<file path="config.mk">
export PLATFORM = sky130hd
export DESIGN_NAME = rx_offset_gain_filter_config
export DESIGN_NICKNAME = d
export VERILOG_FILES = /design/src/pkg/rx_cfg_pkg.sv /design/src/pkg/cfg_bus_if.sv /design/src/verilog/apb_cfg_port.sv /design/src/verilog/rx_bb_output.sv /design/src/verilog/rx_offset_gain_filter_config.sv
export SDC_FILE = /design/constraint.sdc
export NUM_CORES = 1
export LEC_CHECK = 0
export BUFFER_PORTS_ARGS = -buffer_cell sky130_fd_sc_hd__buf_2
export CAP_MARGIN = 20
export CORE_MARGIN = 3
export CORE_UTILIZATION = 47
export DETAILED_ROUTE_END_ITERATION = 8
export MAX_ROUTING_LAYER = met4
export PLACE_DENSITY_LB_ADDON = 0.08
export RECOVER_POWER = 50
export SYNTH_ARGS = -nofsm -noshare
export SYNTH_HDL_FRONTEND = slang
export SYNTH_SLANG_ARGS = --single-unit
</file>
<file path="constraint.sdc">
create_clock -name pclk -period 3.4 [get_ports pclk]
set_input_delay 0.51 -clock pclk [delete_from_list [all_inputs] [get_ports pclk]]
set_output_delay 0.51 -clock pclk [all_outputs]
set_load 0.01 [all_outputs]
</file>
<file path="src/pkg/rx_cfg_pkg.sv">
`default_nettype none
package rx_cfg_pkg;

	// register indices; byte address is four times the index
	localparam logic [5:0] IDX_OFFSET_ENABLES_AND_GAIN_STEPS = 6'h0C;
	localparam logic [5:0] IDX_OFFSET_RANGE_AND_DURATIONS    = 6'h0D;
	localparam logic [5:0] IDX_OFFSET_INTEGRATOR_CONSTANTS   = 6'h0E;
	localparam logic [5:0] IDX_RX_BASEBAND_OUTPUT_CONFIG     = 6'h0F;
	localparam logic [5:0] IDX_RX_STATUS                     = 6'h10;
	localparam logic [5:0] IDX_RX_GAIN_SETTING               = 6'h11;

	localparam int ADDR_IDX_LSB = 2;
	localparam int ADDR_IDX_W   = 6;

	// reset values
	localparam logic [11:0] RST_ENABLES_AND_STEPS  = 12'hFA6;
	localparam logic [15:0] RST_RANGE_AND_DURATION = 16'h103E;
	localparam logic [15:0] RST_INTEGRATORS        = 16'hEE53;
	localparam logic [11:0] RST_BB_OUTPUT_CONFIG   = 12'h090;
	localparam logic [6:0]  RST_GAIN_SETTING       = 7'h00;

	// field positions (lsb of each 3-, 4- or 5-bit field, or the bit of a 1-bit field)
	localparam int LSB_SDM_ENABLE  = 8;
	localparam int LSB_MIX_STEP    = 4;
	localparam int LSB_LNA_STEP    = 0;
	localparam int LSB_ADC_RANGE   = 12;
	localparam int LSB_DUR_TWO     = 8;
	localparam int LSB_DUR_ONE     = 4;
	localparam int LSB_DUR_ZERO    = 0;
	localparam int LSB_INT_THREE   = 12;
	localparam int LSB_INT_TWO     = 8;
	localparam int LSB_INT_ONE     = 4;
	localparam int LSB_INT_ZERO    = 0;
	localparam int BIT_VCM_HIGH    = 11;
	localparam int BIT_SWAP_Q      = 10;
	localparam int BIT_SWAP_I      = 9;
	localparam int LSB_FILTER_MODE = 6;
	localparam int LSB_GAIN_CAL    = 1;
	localparam int BIT_OSR_FOUR    = 0;

	typedef enum logic [2:0] {
		FILT_WCDMA_5TH = 3'b000,
		FILT_WCDMA_7TH = 3'b010,
		FILT_GSM       = 3'b111
	} filter_mode_t;

	localparam logic [4:0] GAIN_OFFSET_WCDMA = 5'h08;
	localparam logic [4:0] GAIN_OFFSET_GSM   = 5'h11;

	function automatic logic idx_mapped(input logic [5:0] idx);
		idx_mapped = (idx >= IDX_OFFSET_ENABLES_AND_GAIN_STEPS) && (idx <= IDX_RX_GAIN_SETTING);
	endfunction : idx_mapped

	function automatic logic idx_readable(input logic [5:0] idx);
		idx_readable = (idx == IDX_RX_STATUS) || (idx == IDX_RX_GAIN_SETTING);
	endfunction : idx_readable

endpackage : rx_cfg_pkg
`default_nettype wire

</file>
<file path="src/pkg/cfg_bus_if.sv">
`timescale 1ns/1ps
`default_nettype none
interface cfg_bus_if;
	logic        wr_en;
	logic [5:0]  wr_idx;
	logic [15:0] wr_data;
	logic [5:0]  rd_idx;
	logic [15:0] rd_data;

	modport port (output wr_en, output wr_idx, output wr_data, output rd_idx, input rd_data);
	modport regs (input wr_en, input wr_idx, input wr_data, input rd_idx, output rd_data);
endinterface : cfg_bus_if
`default_nettype wire

</file>
<file path="src/verilog/apb_cfg_port.sv">
`timescale 1ns/1ps
`default_nettype none
module apb_cfg_port
	import rx_cfg_pkg::*;
(
	input  wire logic        pclk,
	input  wire logic        presetn,
	input  wire logic        psel,
	input  wire logic        penable,
	input  wire logic        pwrite,
	input  wire logic [31:0] paddr,
	input  wire logic [31:0] pwdata,
	output var  logic [31:0] prdata,
	output var  logic        pready,
	output var  logic        pslverr,
	cfg_bus_if.port          bus
);
	logic [5:0]  idx;
	logic [31:0] prdata_r;

	assign idx         = paddr[ADDR_IDX_LSB +: ADDR_IDX_W];
	// zero wait states: read data is captured in the setup cycle
	assign pready      = 1'b1;
	assign pslverr     = psel && penable && ((paddr[1:0] != 2'b00)
		|| (paddr[31:8] != 24'h000000) || !idx_mapped(idx));
	assign bus.wr_en   = psel && penable && pwrite && !pslverr;
	assign bus.wr_idx  = idx;
	assign bus.wr_data = pwdata[15:0];
	assign bus.rd_idx  = idx;
	assign prdata      = prdata_r;

	always_ff @(posedge pclk or negedge presetn) begin
		if (!presetn) begin
			prdata_r <= 32'h00000000;
		end else if (psel && !penable && !pwrite) begin
			prdata_r <= {16'h0000, bus.rd_data};
		end
	end
endmodule : apb_cfg_port
`default_nettype wire

</file>
<file path="src/verilog/rx_bb_output.sv">
`timescale 1ns/1ps
`default_nettype none
module rx_bb_output (
	input  wire logic pclk,
	input  wire logic presetn,
	input  wire logic swap_i,
	input  wire logic swap_q,
	input  wire logic bb_i_p,
	input  wire logic bb_i_n,
	input  wire logic bb_q_p,
	input  wire logic bb_q_n,
	output var  logic i_out_positive,
	output var  logic i_out_negative,
	output var  logic q_out_positive,
	output var  logic q_out_negative
);
	always_ff @(posedge pclk or negedge presetn) begin
		if (!presetn) begin
			i_out_positive <= 1'b0;
			i_out_negative <= 1'b0;
		end else begin
			i_out_positive <= swap_i ? bb_i_n : bb_i_p;
			i_out_negative <= swap_i ? bb_i_p : bb_i_n;
		end
	end

	always_ff @(posedge pclk or negedge presetn) begin
		if (!presetn) begin
			q_out_positive <= 1'b0;
			q_out_negative <= 1'b0;
		end else begin
			q_out_positive <= swap_q ? bb_q_n : bb_q_p;
			q_out_negative <= swap_q ? bb_q_p : bb_q_n;
		end
	end
endmodule : rx_bb_output
`default_nettype wire

</file>
<file path="src/verilog/rx_offset_gain_filter_config.sv">
`timescale 1ns/1ps
`default_nettype none
module rx_offset_gain_filter_config
	import rx_cfg_pkg::*;
(
	input  wire logic        pclk,
	input  wire logic        presetn,
	input  wire logic        psel,
	input  wire logic        penable,
	input  wire logic        pwrite,
	input  wire logic [31:0] paddr,
	input  wire logic [31:0] pwdata,
	output var  logic [31:0] prdata,
	output var  logic        pready,
	output var  logic        pslverr,
	input  wire logic        bb_i_p,
	input  wire logic        bb_i_n,
	input  wire logic        bb_q_p,
	input  wire logic        bb_q_n,
	output var  logic        i_out_positive,
	output var  logic        i_out_negative,
	output var  logic        q_out_positive,
	output var  logic        q_out_negative,
	output var  logic [3:0]  offset_mod_enable,
	output var  logic [3:0]  mixer_gain_threshold,
	output var  logic [3:0]  lna_gain_threshold,
	output var  logic [3:0]  offset_adc_range,
	output var  logic [3:0]  state_two_duration,
	output var  logic [3:0]  state_one_duration,
	output var  logic [3:0]  state_zero_duration,
	output var  logic [3:0]  state_three_integrator,
	output var  logic [3:0]  state_two_integrator,
	output var  logic [3:0]  state_one_integrator,
	output var  logic [3:0]  state_zero_integrator,
	output var  logic        output_cm_high,
	output var  logic [2:0]  filter_mode,
	output var  logic        filter_wcdma_5th,
	output var  logic        filter_wcdma_7th,
	output var  logic        filter_gsm,
	output var  logic        filter_reserved,
	output var  logic [4:0]  gain_cal,
	output var  logic        osr_four_x,
	output var  logic [8:0]  effective_gain
);
	cfg_bus_if bus ();

	logic [11:0] steps_r;
	logic [15:0] durations_r;
	logic [15:0] integrators_r;
	logic [11:0] bb_cfg_r;
	logic [6:0]  gain_setting_r;
	logic [8:0]  eff_gain_r;
	logic [8:0]  eff_gain_nxt;
	logic [4:0]  gain_offset;
	logic        wr_steps;
	logic        wr_durations;
	logic        wr_integrators;
	logic        wr_bb_cfg;
	logic        wr_gain;

	function automatic logic wr_hit(input logic en, input logic [5:0] idx,
			input logic [5:0] target);
		wr_hit = en && (idx == target);
	endfunction : wr_hit

	apb_cfg_port u_port (
		.pclk    (pclk),
		.presetn (presetn),
		.psel    (psel),
		.penable (penable),
		.pwrite  (pwrite),
		.paddr   (paddr),
		.pwdata  (pwdata),
		.prdata  (prdata),
		.pready  (pready),
		.pslverr (pslverr),
		.bus     (bus.port)
	);

	assign wr_steps       = wr_hit(bus.wr_en, bus.wr_idx, IDX_OFFSET_ENABLES_AND_GAIN_STEPS);
	assign wr_durations   = wr_hit(bus.wr_en, bus.wr_idx, IDX_OFFSET_RANGE_AND_DURATIONS);
	assign wr_integrators = wr_hit(bus.wr_en, bus.wr_idx, IDX_OFFSET_INTEGRATOR_CONSTANTS);
	assign wr_bb_cfg      = wr_hit(bus.wr_en, bus.wr_idx, IDX_RX_BASEBAND_OUTPUT_CONFIG);
	assign wr_gain        = wr_hit(bus.wr_en, bus.wr_idx, IDX_RX_GAIN_SETTING);

	// configuration words load defaults at reset and move only on their own write
	always_ff @(posedge pclk or negedge presetn) begin
		if (!presetn) begin
			steps_r <= RST_ENABLES_AND_STEPS;
		end else if (wr_steps) begin
			// skip-state bits 15:12 are not kept
			steps_r <= bus.wr_data[11:0];
		end
	end

	always_ff @(posedge pclk or negedge presetn) begin
		if (!presetn) begin
			durations_r <= RST_RANGE_AND_DURATION;
		end else if (wr_durations) begin
			durations_r <= bus.wr_data;
		end
	end

	always_ff @(posedge pclk or negedge presetn) begin
		if (!presetn) begin
			integrators_r <= RST_INTEGRATORS;
		end else if (wr_integrators) begin
			integrators_r <= bus.wr_data;
		end
	end

	always_ff @(posedge pclk or negedge presetn) begin
		if (!presetn) begin
			bb_cfg_r <= RST_BB_OUTPUT_CONFIG;
		end else if (wr_bb_cfg) begin
			// bits 15:12 of the word are unused
			bb_cfg_r <= bus.wr_data[11:0];
		end
	end

	always_ff @(posedge pclk or negedge presetn) begin
		if (!presetn) begin
			gain_setting_r <= RST_GAIN_SETTING;
		end else if (wr_gain) begin
			gain_setting_r <= bus.wr_data[6:0];
		end
	end

	// field fan-out
	assign offset_mod_enable      = steps_r[LSB_SDM_ENABLE +: 4];
	assign mixer_gain_threshold   = steps_r[LSB_MIX_STEP +: 4];
	assign lna_gain_threshold     = steps_r[LSB_LNA_STEP +: 4];
	assign offset_adc_range       = durations_r[LSB_ADC_RANGE +: 4];
	assign state_two_duration     = durations_r[LSB_DUR_TWO +: 4];
	assign state_one_duration     = durations_r[LSB_DUR_ONE +: 4];
	assign state_zero_duration    = durations_r[LSB_DUR_ZERO +: 4];
	assign state_three_integrator = integrators_r[LSB_INT_THREE +: 4];
	assign state_two_integrator   = integrators_r[LSB_INT_TWO +: 4];
	assign state_one_integrator   = integrators_r[LSB_INT_ONE +: 4];
	assign state_zero_integrator  = integrators_r[LSB_INT_ZERO +: 4];
	assign output_cm_high         = bb_cfg_r[BIT_VCM_HIGH];
	assign filter_mode            = bb_cfg_r[LSB_FILTER_MODE +: 3];
	// value is taken as written; software owns the 8-when-uncalibrated choice
	assign gain_cal               = bb_cfg_r[LSB_GAIN_CAL +: 5];
	assign osr_four_x             = bb_cfg_r[BIT_OSR_FOUR];

	// filter decode
	always_comb begin
		filter_wcdma_5th = 1'b0;
		filter_wcdma_7th = 1'b0;
		filter_gsm       = 1'b0;
		filter_reserved  = 1'b0;
		unique case (filter_mode)
			FILT_WCDMA_5TH: filter_wcdma_5th = 1'b1;
			FILT_WCDMA_7TH: filter_wcdma_7th = 1'b1;
			FILT_GSM:       filter_gsm       = 1'b1;
			default:        filter_reserved  = 1'b1;
		endcase
	end

	// reserved filter codes fall back to the WCDMA offset
	assign gain_offset  = filter_gsm ? GAIN_OFFSET_GSM : GAIN_OFFSET_WCDMA;
	// nine bits, two's complement: a small gain with large calibration goes negative
	assign eff_gain_nxt = {2'b00, gain_setting_r} - {4'h0, gain_cal}
		+ {4'h0, gain_offset};

	always_ff @(posedge pclk or negedge presetn) begin
		if (!presetn) begin
			eff_gain_r <= 9'h000;
		end else begin
			eff_gain_r <= eff_gain_nxt;
		end
	end

	assign effective_gain = eff_gain_r;

	// configuration words other than the gain setting are write-only and read as zero
	always_comb begin
		bus.rd_data = 16'h0000;
		if (bus.rd_idx == IDX_RX_STATUS) begin
			bus.rd_data = {5'h00, filter_reserved, filter_gsm, eff_gain_r};
		end else if (bus.rd_idx == IDX_RX_GAIN_SETTING) begin
			bus.rd_data = {9'h000, gain_setting_r};
		end
	end

	rx_bb_output u_bb (
		.pclk           (pclk),
		.presetn        (presetn),
		.swap_i         (bb_cfg_r[BIT_SWAP_I]),
		.swap_q         (bb_cfg_r[BIT_SWAP_Q]),
		.bb_i_p         (bb_i_p),
		.bb_i_n         (bb_i_n),
		.bb_q_p         (bb_q_p),
		.bb_q_n         (bb_q_n),
		.i_out_positive (i_out_positive),
		.i_out_negative (i_out_negative),
		.q_out_positive (q_out_positive),
		.q_out_negative (q_out_negative)
	);
endmodule : rx_offset_gain_filter_config
`default_nettype wire

</file>
==> impl_metrics.ini <==
[outcome]
status = finished, violations left
violations = capacitance limit, slew limit

[min_path]
hold_path_depth = 2
min_to = u_bb.q_out_positive$_DFF_PN0_
worstHoldStart = bb_q_n
min_path_type = input pin to flop

[worst_setup_path]
critical_path.cell_chain = inv_1, ha_1, inv_1, fa_1, a21o_1, a21oi_1, xnor2_1, ha_1, nand2_1, o21ai_0, mux2i_1, o22ai_1
cpPeakStageDelay_ps = 420
crit_slowest_cell = dfrtp_1
r2r_start = gain_setting_r[0]$_DFFE_PN0P_
r2r-end = effective_gain[7]$_DFF_PN0_
worstSetupEndpointType = flop
reg2reg_slack_ps = 560
startpoint = gain_setting_r[0]$_DFFE_PN0P_
start_kind = flop
worstPathRequired_ps = 3620
crit_arrival_ps = 3060
r2r_cells = 12
path_class = flop to flop
crit_family = adder cells
critPathMaxFanout = 4
critPathBufInv = 2

[clock_tree]
cts_hold_buf = 0
htreeDepth = 3
clk_pin_slew_ps = 90
clk_latency_ps = 350
root_buffer = clkbuf_8
cts_buffers = 9
clock_sinks = 87
cts_buffer_depth = 2
cts_tree = built
cts_resized = 0
cts_setup_buffers = 0

[synth]
synth_seq_cells = 87
ys.warnings.count = 0
synth_seq_area_share_pct = 55.4
netlist_area_um2 = 3990
ys_types = 41
avgSynthCellArea_um2 = 12.8
synthCells = 312

[global_route]
grt_pass1_vias = 2961
antenna_found_initial = 0
overflow = 0
grt_pass1_wl_um = 14200
grt_max_degree = 88
track_usage_pct = 18.9

[power]
p_per_area_nw_per_um2 = 391
vdd_drop_max_mv = 0.252
power.leakage_uw = 0.00247

[layout]
finalNetCount = 542
drive_gt1_share_pct = 48.4
fill_cells = 700
syn2layout_area_growth_pct = 23.1
fin_util_pct = 61.6
n_antenna_cell = 0
finalInstanceArea_um2 = 4910

[routing]
avgRoutedWirePerCell_um = 15.3
vias = 2834
ant_nets = 0
drc = 0
drtIter0Drc = 66
routed_wl_um = 8640
avgViaCountPerCell = 5.02
drtPass1Iterations = 4

[die]
die_w_um = 98.1
core-area_um2 = 7970
die_area_um2 = 9630
initial_utilization_pct = 50.1
die_h_um = 98.1
num_rows = 32
ios = 178

[sta]
whs_ps = 392
clock.fmax_mhz = 352
tightest_slew_ps = 2210
slew_viol_final = 40
rsz0062_at_grt = false
fin_tns_setup_ps = 0
relSlewSlack_pct = -47.0
hold_violations = 0
setup_viol = 0
layout_min_cycle_time_ps = 2840
fin_crit_sh_pct = 83.5
setup_slack_ps = 562
finClkSkew_ps = 11.3

[placement]
hpwl_um = 6480
place_area_um2 = 4710
pre_cts_ws_ps = 582
gp_congestion = 0.749
port_buffers = 139

[run]
cap_viol_max_count = 1
[registers in the layout, summed over array words and instances, names as in the netlist]
signal / cells
bb_cfg_r: 12
durations_r: 16
effective_gain: 9
gain_setting_r: 7
integrators_r: 16
steps_r: 12
u_bb.i_out_negative: 1
u_bb.i_out_positive: 1
u_bb.q_out_negative: 1
u_bb.q_out_positive: 1
u_port.prdata: 11
[per-stage QoR]
stage | instances | power [uW]
3_3_place_gp | 547 | 1200
5_1_grt | 565 | 2000
4_1_cts | 563 | 1940
6_report | 565 | 1920
2_1_floorplan | 332 | 1140
3_5_place_dp | 547 | 1200
[kinds of logic (layout without fill, tap and decap cells)]
group / count (synthesis) / in the layout / synth area share [%]
simple gates: 54 / 54 / 7.43
fa+ha+maj: 11 / 11 / 3.64
buf+inv: 47 / 178 / 6.96
xor+xnor: 8 / 8 / 1.76
other cells: 2 / 22 / 0.188
mux: 68 / 68 / 19.2
flops: 87 / 87 / 55.4
compound gates: 35 / 35 / 5.46
[worst max-delay path by stage]
stage	end	slack, ps	cells past startpoint
6_report	effective_gain[7]$_DFF_PN0_	560	12
5_1_grt	effective_gain[7]$_DFF_PN0_	340	12
4_1_cts	effective_gain[7]$_DFF_PN0_	560	12
3_5_place_dp	effective_gain[7]$_DFF_PN0_	580	12
3_3_place_gp	effective_gain[7]$_DFF_PN0_	640	12
2_1_floorplan	effective_gain[7]$_DFF_PN0_	840	11
[area by class of cell]
type / instances / area [um2] / share of cell area, %
well taps: 102 / 128 / 2.60
clock inverters: 6 / 67.6 / 1.38
multi-input cells: 198 / 1580 / 32.2
clock buffers: 10 / 138 / 2.80
flip-flops and latches: 87 / 2210 / 45.0
inverters: 16 / 60.1 / 1.22
repair buffers: 146 / 726 / 14.8
[placed cells by master (no fill, tap or decap), types with 6 or more instances in the layout]
cell / instances
clkbuf_1: 37
clkbuf_8: 10
inv_1: 16
nor2_1: 15
nand3_1: 9
buf_2: 102
dfrtp_1: 61
conb_1: 22
nor4_1: 6
a22oi_1: 7
o21ai_0: 7
ha_1: 10
mux2_2: 67
dfstp_2: 25
a21oi_1: 13
[report_power, final]
group | switching, uW | leakage [uW] | internal [uW]
combinational | 78.0 | 0.00128 | 47.9
clock | 373 | 0.0000993 | 363
sequential | 7.56 | 0.00109 | 1050
[metal layers]
metal | vias to the layer above | routed length (um) | global-route usage [%]
li1 | 1340 | - | -
met1 | 1372 | 3640 | 23.6
met2 | 113 | 4150 | 29.7
met3 | 9 | 746 | 5.50
met4 | 0 | 98 | 5.86
met5 | - | 0 | -
[cells in the mapped netlist]
cell type	count	area share [%]
nand2_1	4	0.38
nand3b_1	1	0.19
a22oi_1	7	1.3
nor2_1	15	1.4
mux2_2	67	19
nor3b_4	1	0.47
ha_1	10	3.1
nor3_1	5	0.63
buf_2	3	0.38
inv_1	16	1.5
nor2_2	1	0.16
and3_1	1	0.16
o21a_1	1	0.19
xnor2_1	5	1.1
dfrtp_1	61	38
a211o_1	1	0.22
nor3_2	1	0.25
dfstp_2	26	17
conb_1	2	0.19
o31a_1	1	0.22
fa_1	1	0.50
o2111ai_1	1	0.22
a21o_1	1	0.19
a31o_2	2	0.44
mux2i_1	1	0.25
and2_1	2	0.31
nor2b_1	1	0.16
nand3_1	9	1.1
o21ai_0	7	0.88
or4b_2	1	0.25
a21oi_1	13	1.6
clkbuf_1	4	0.38
nor3b_1	1	0.19
buf_6	2	0.56
buf_4	22	4.1
o22ai_1	1	0.16
nand2b_1	2	0.31
nand4_1	2	0.31
or4_1	1	0.19
xor2_1	3	0.66
nor4_1	6	0.94
(Power assumes the default switching activity.)
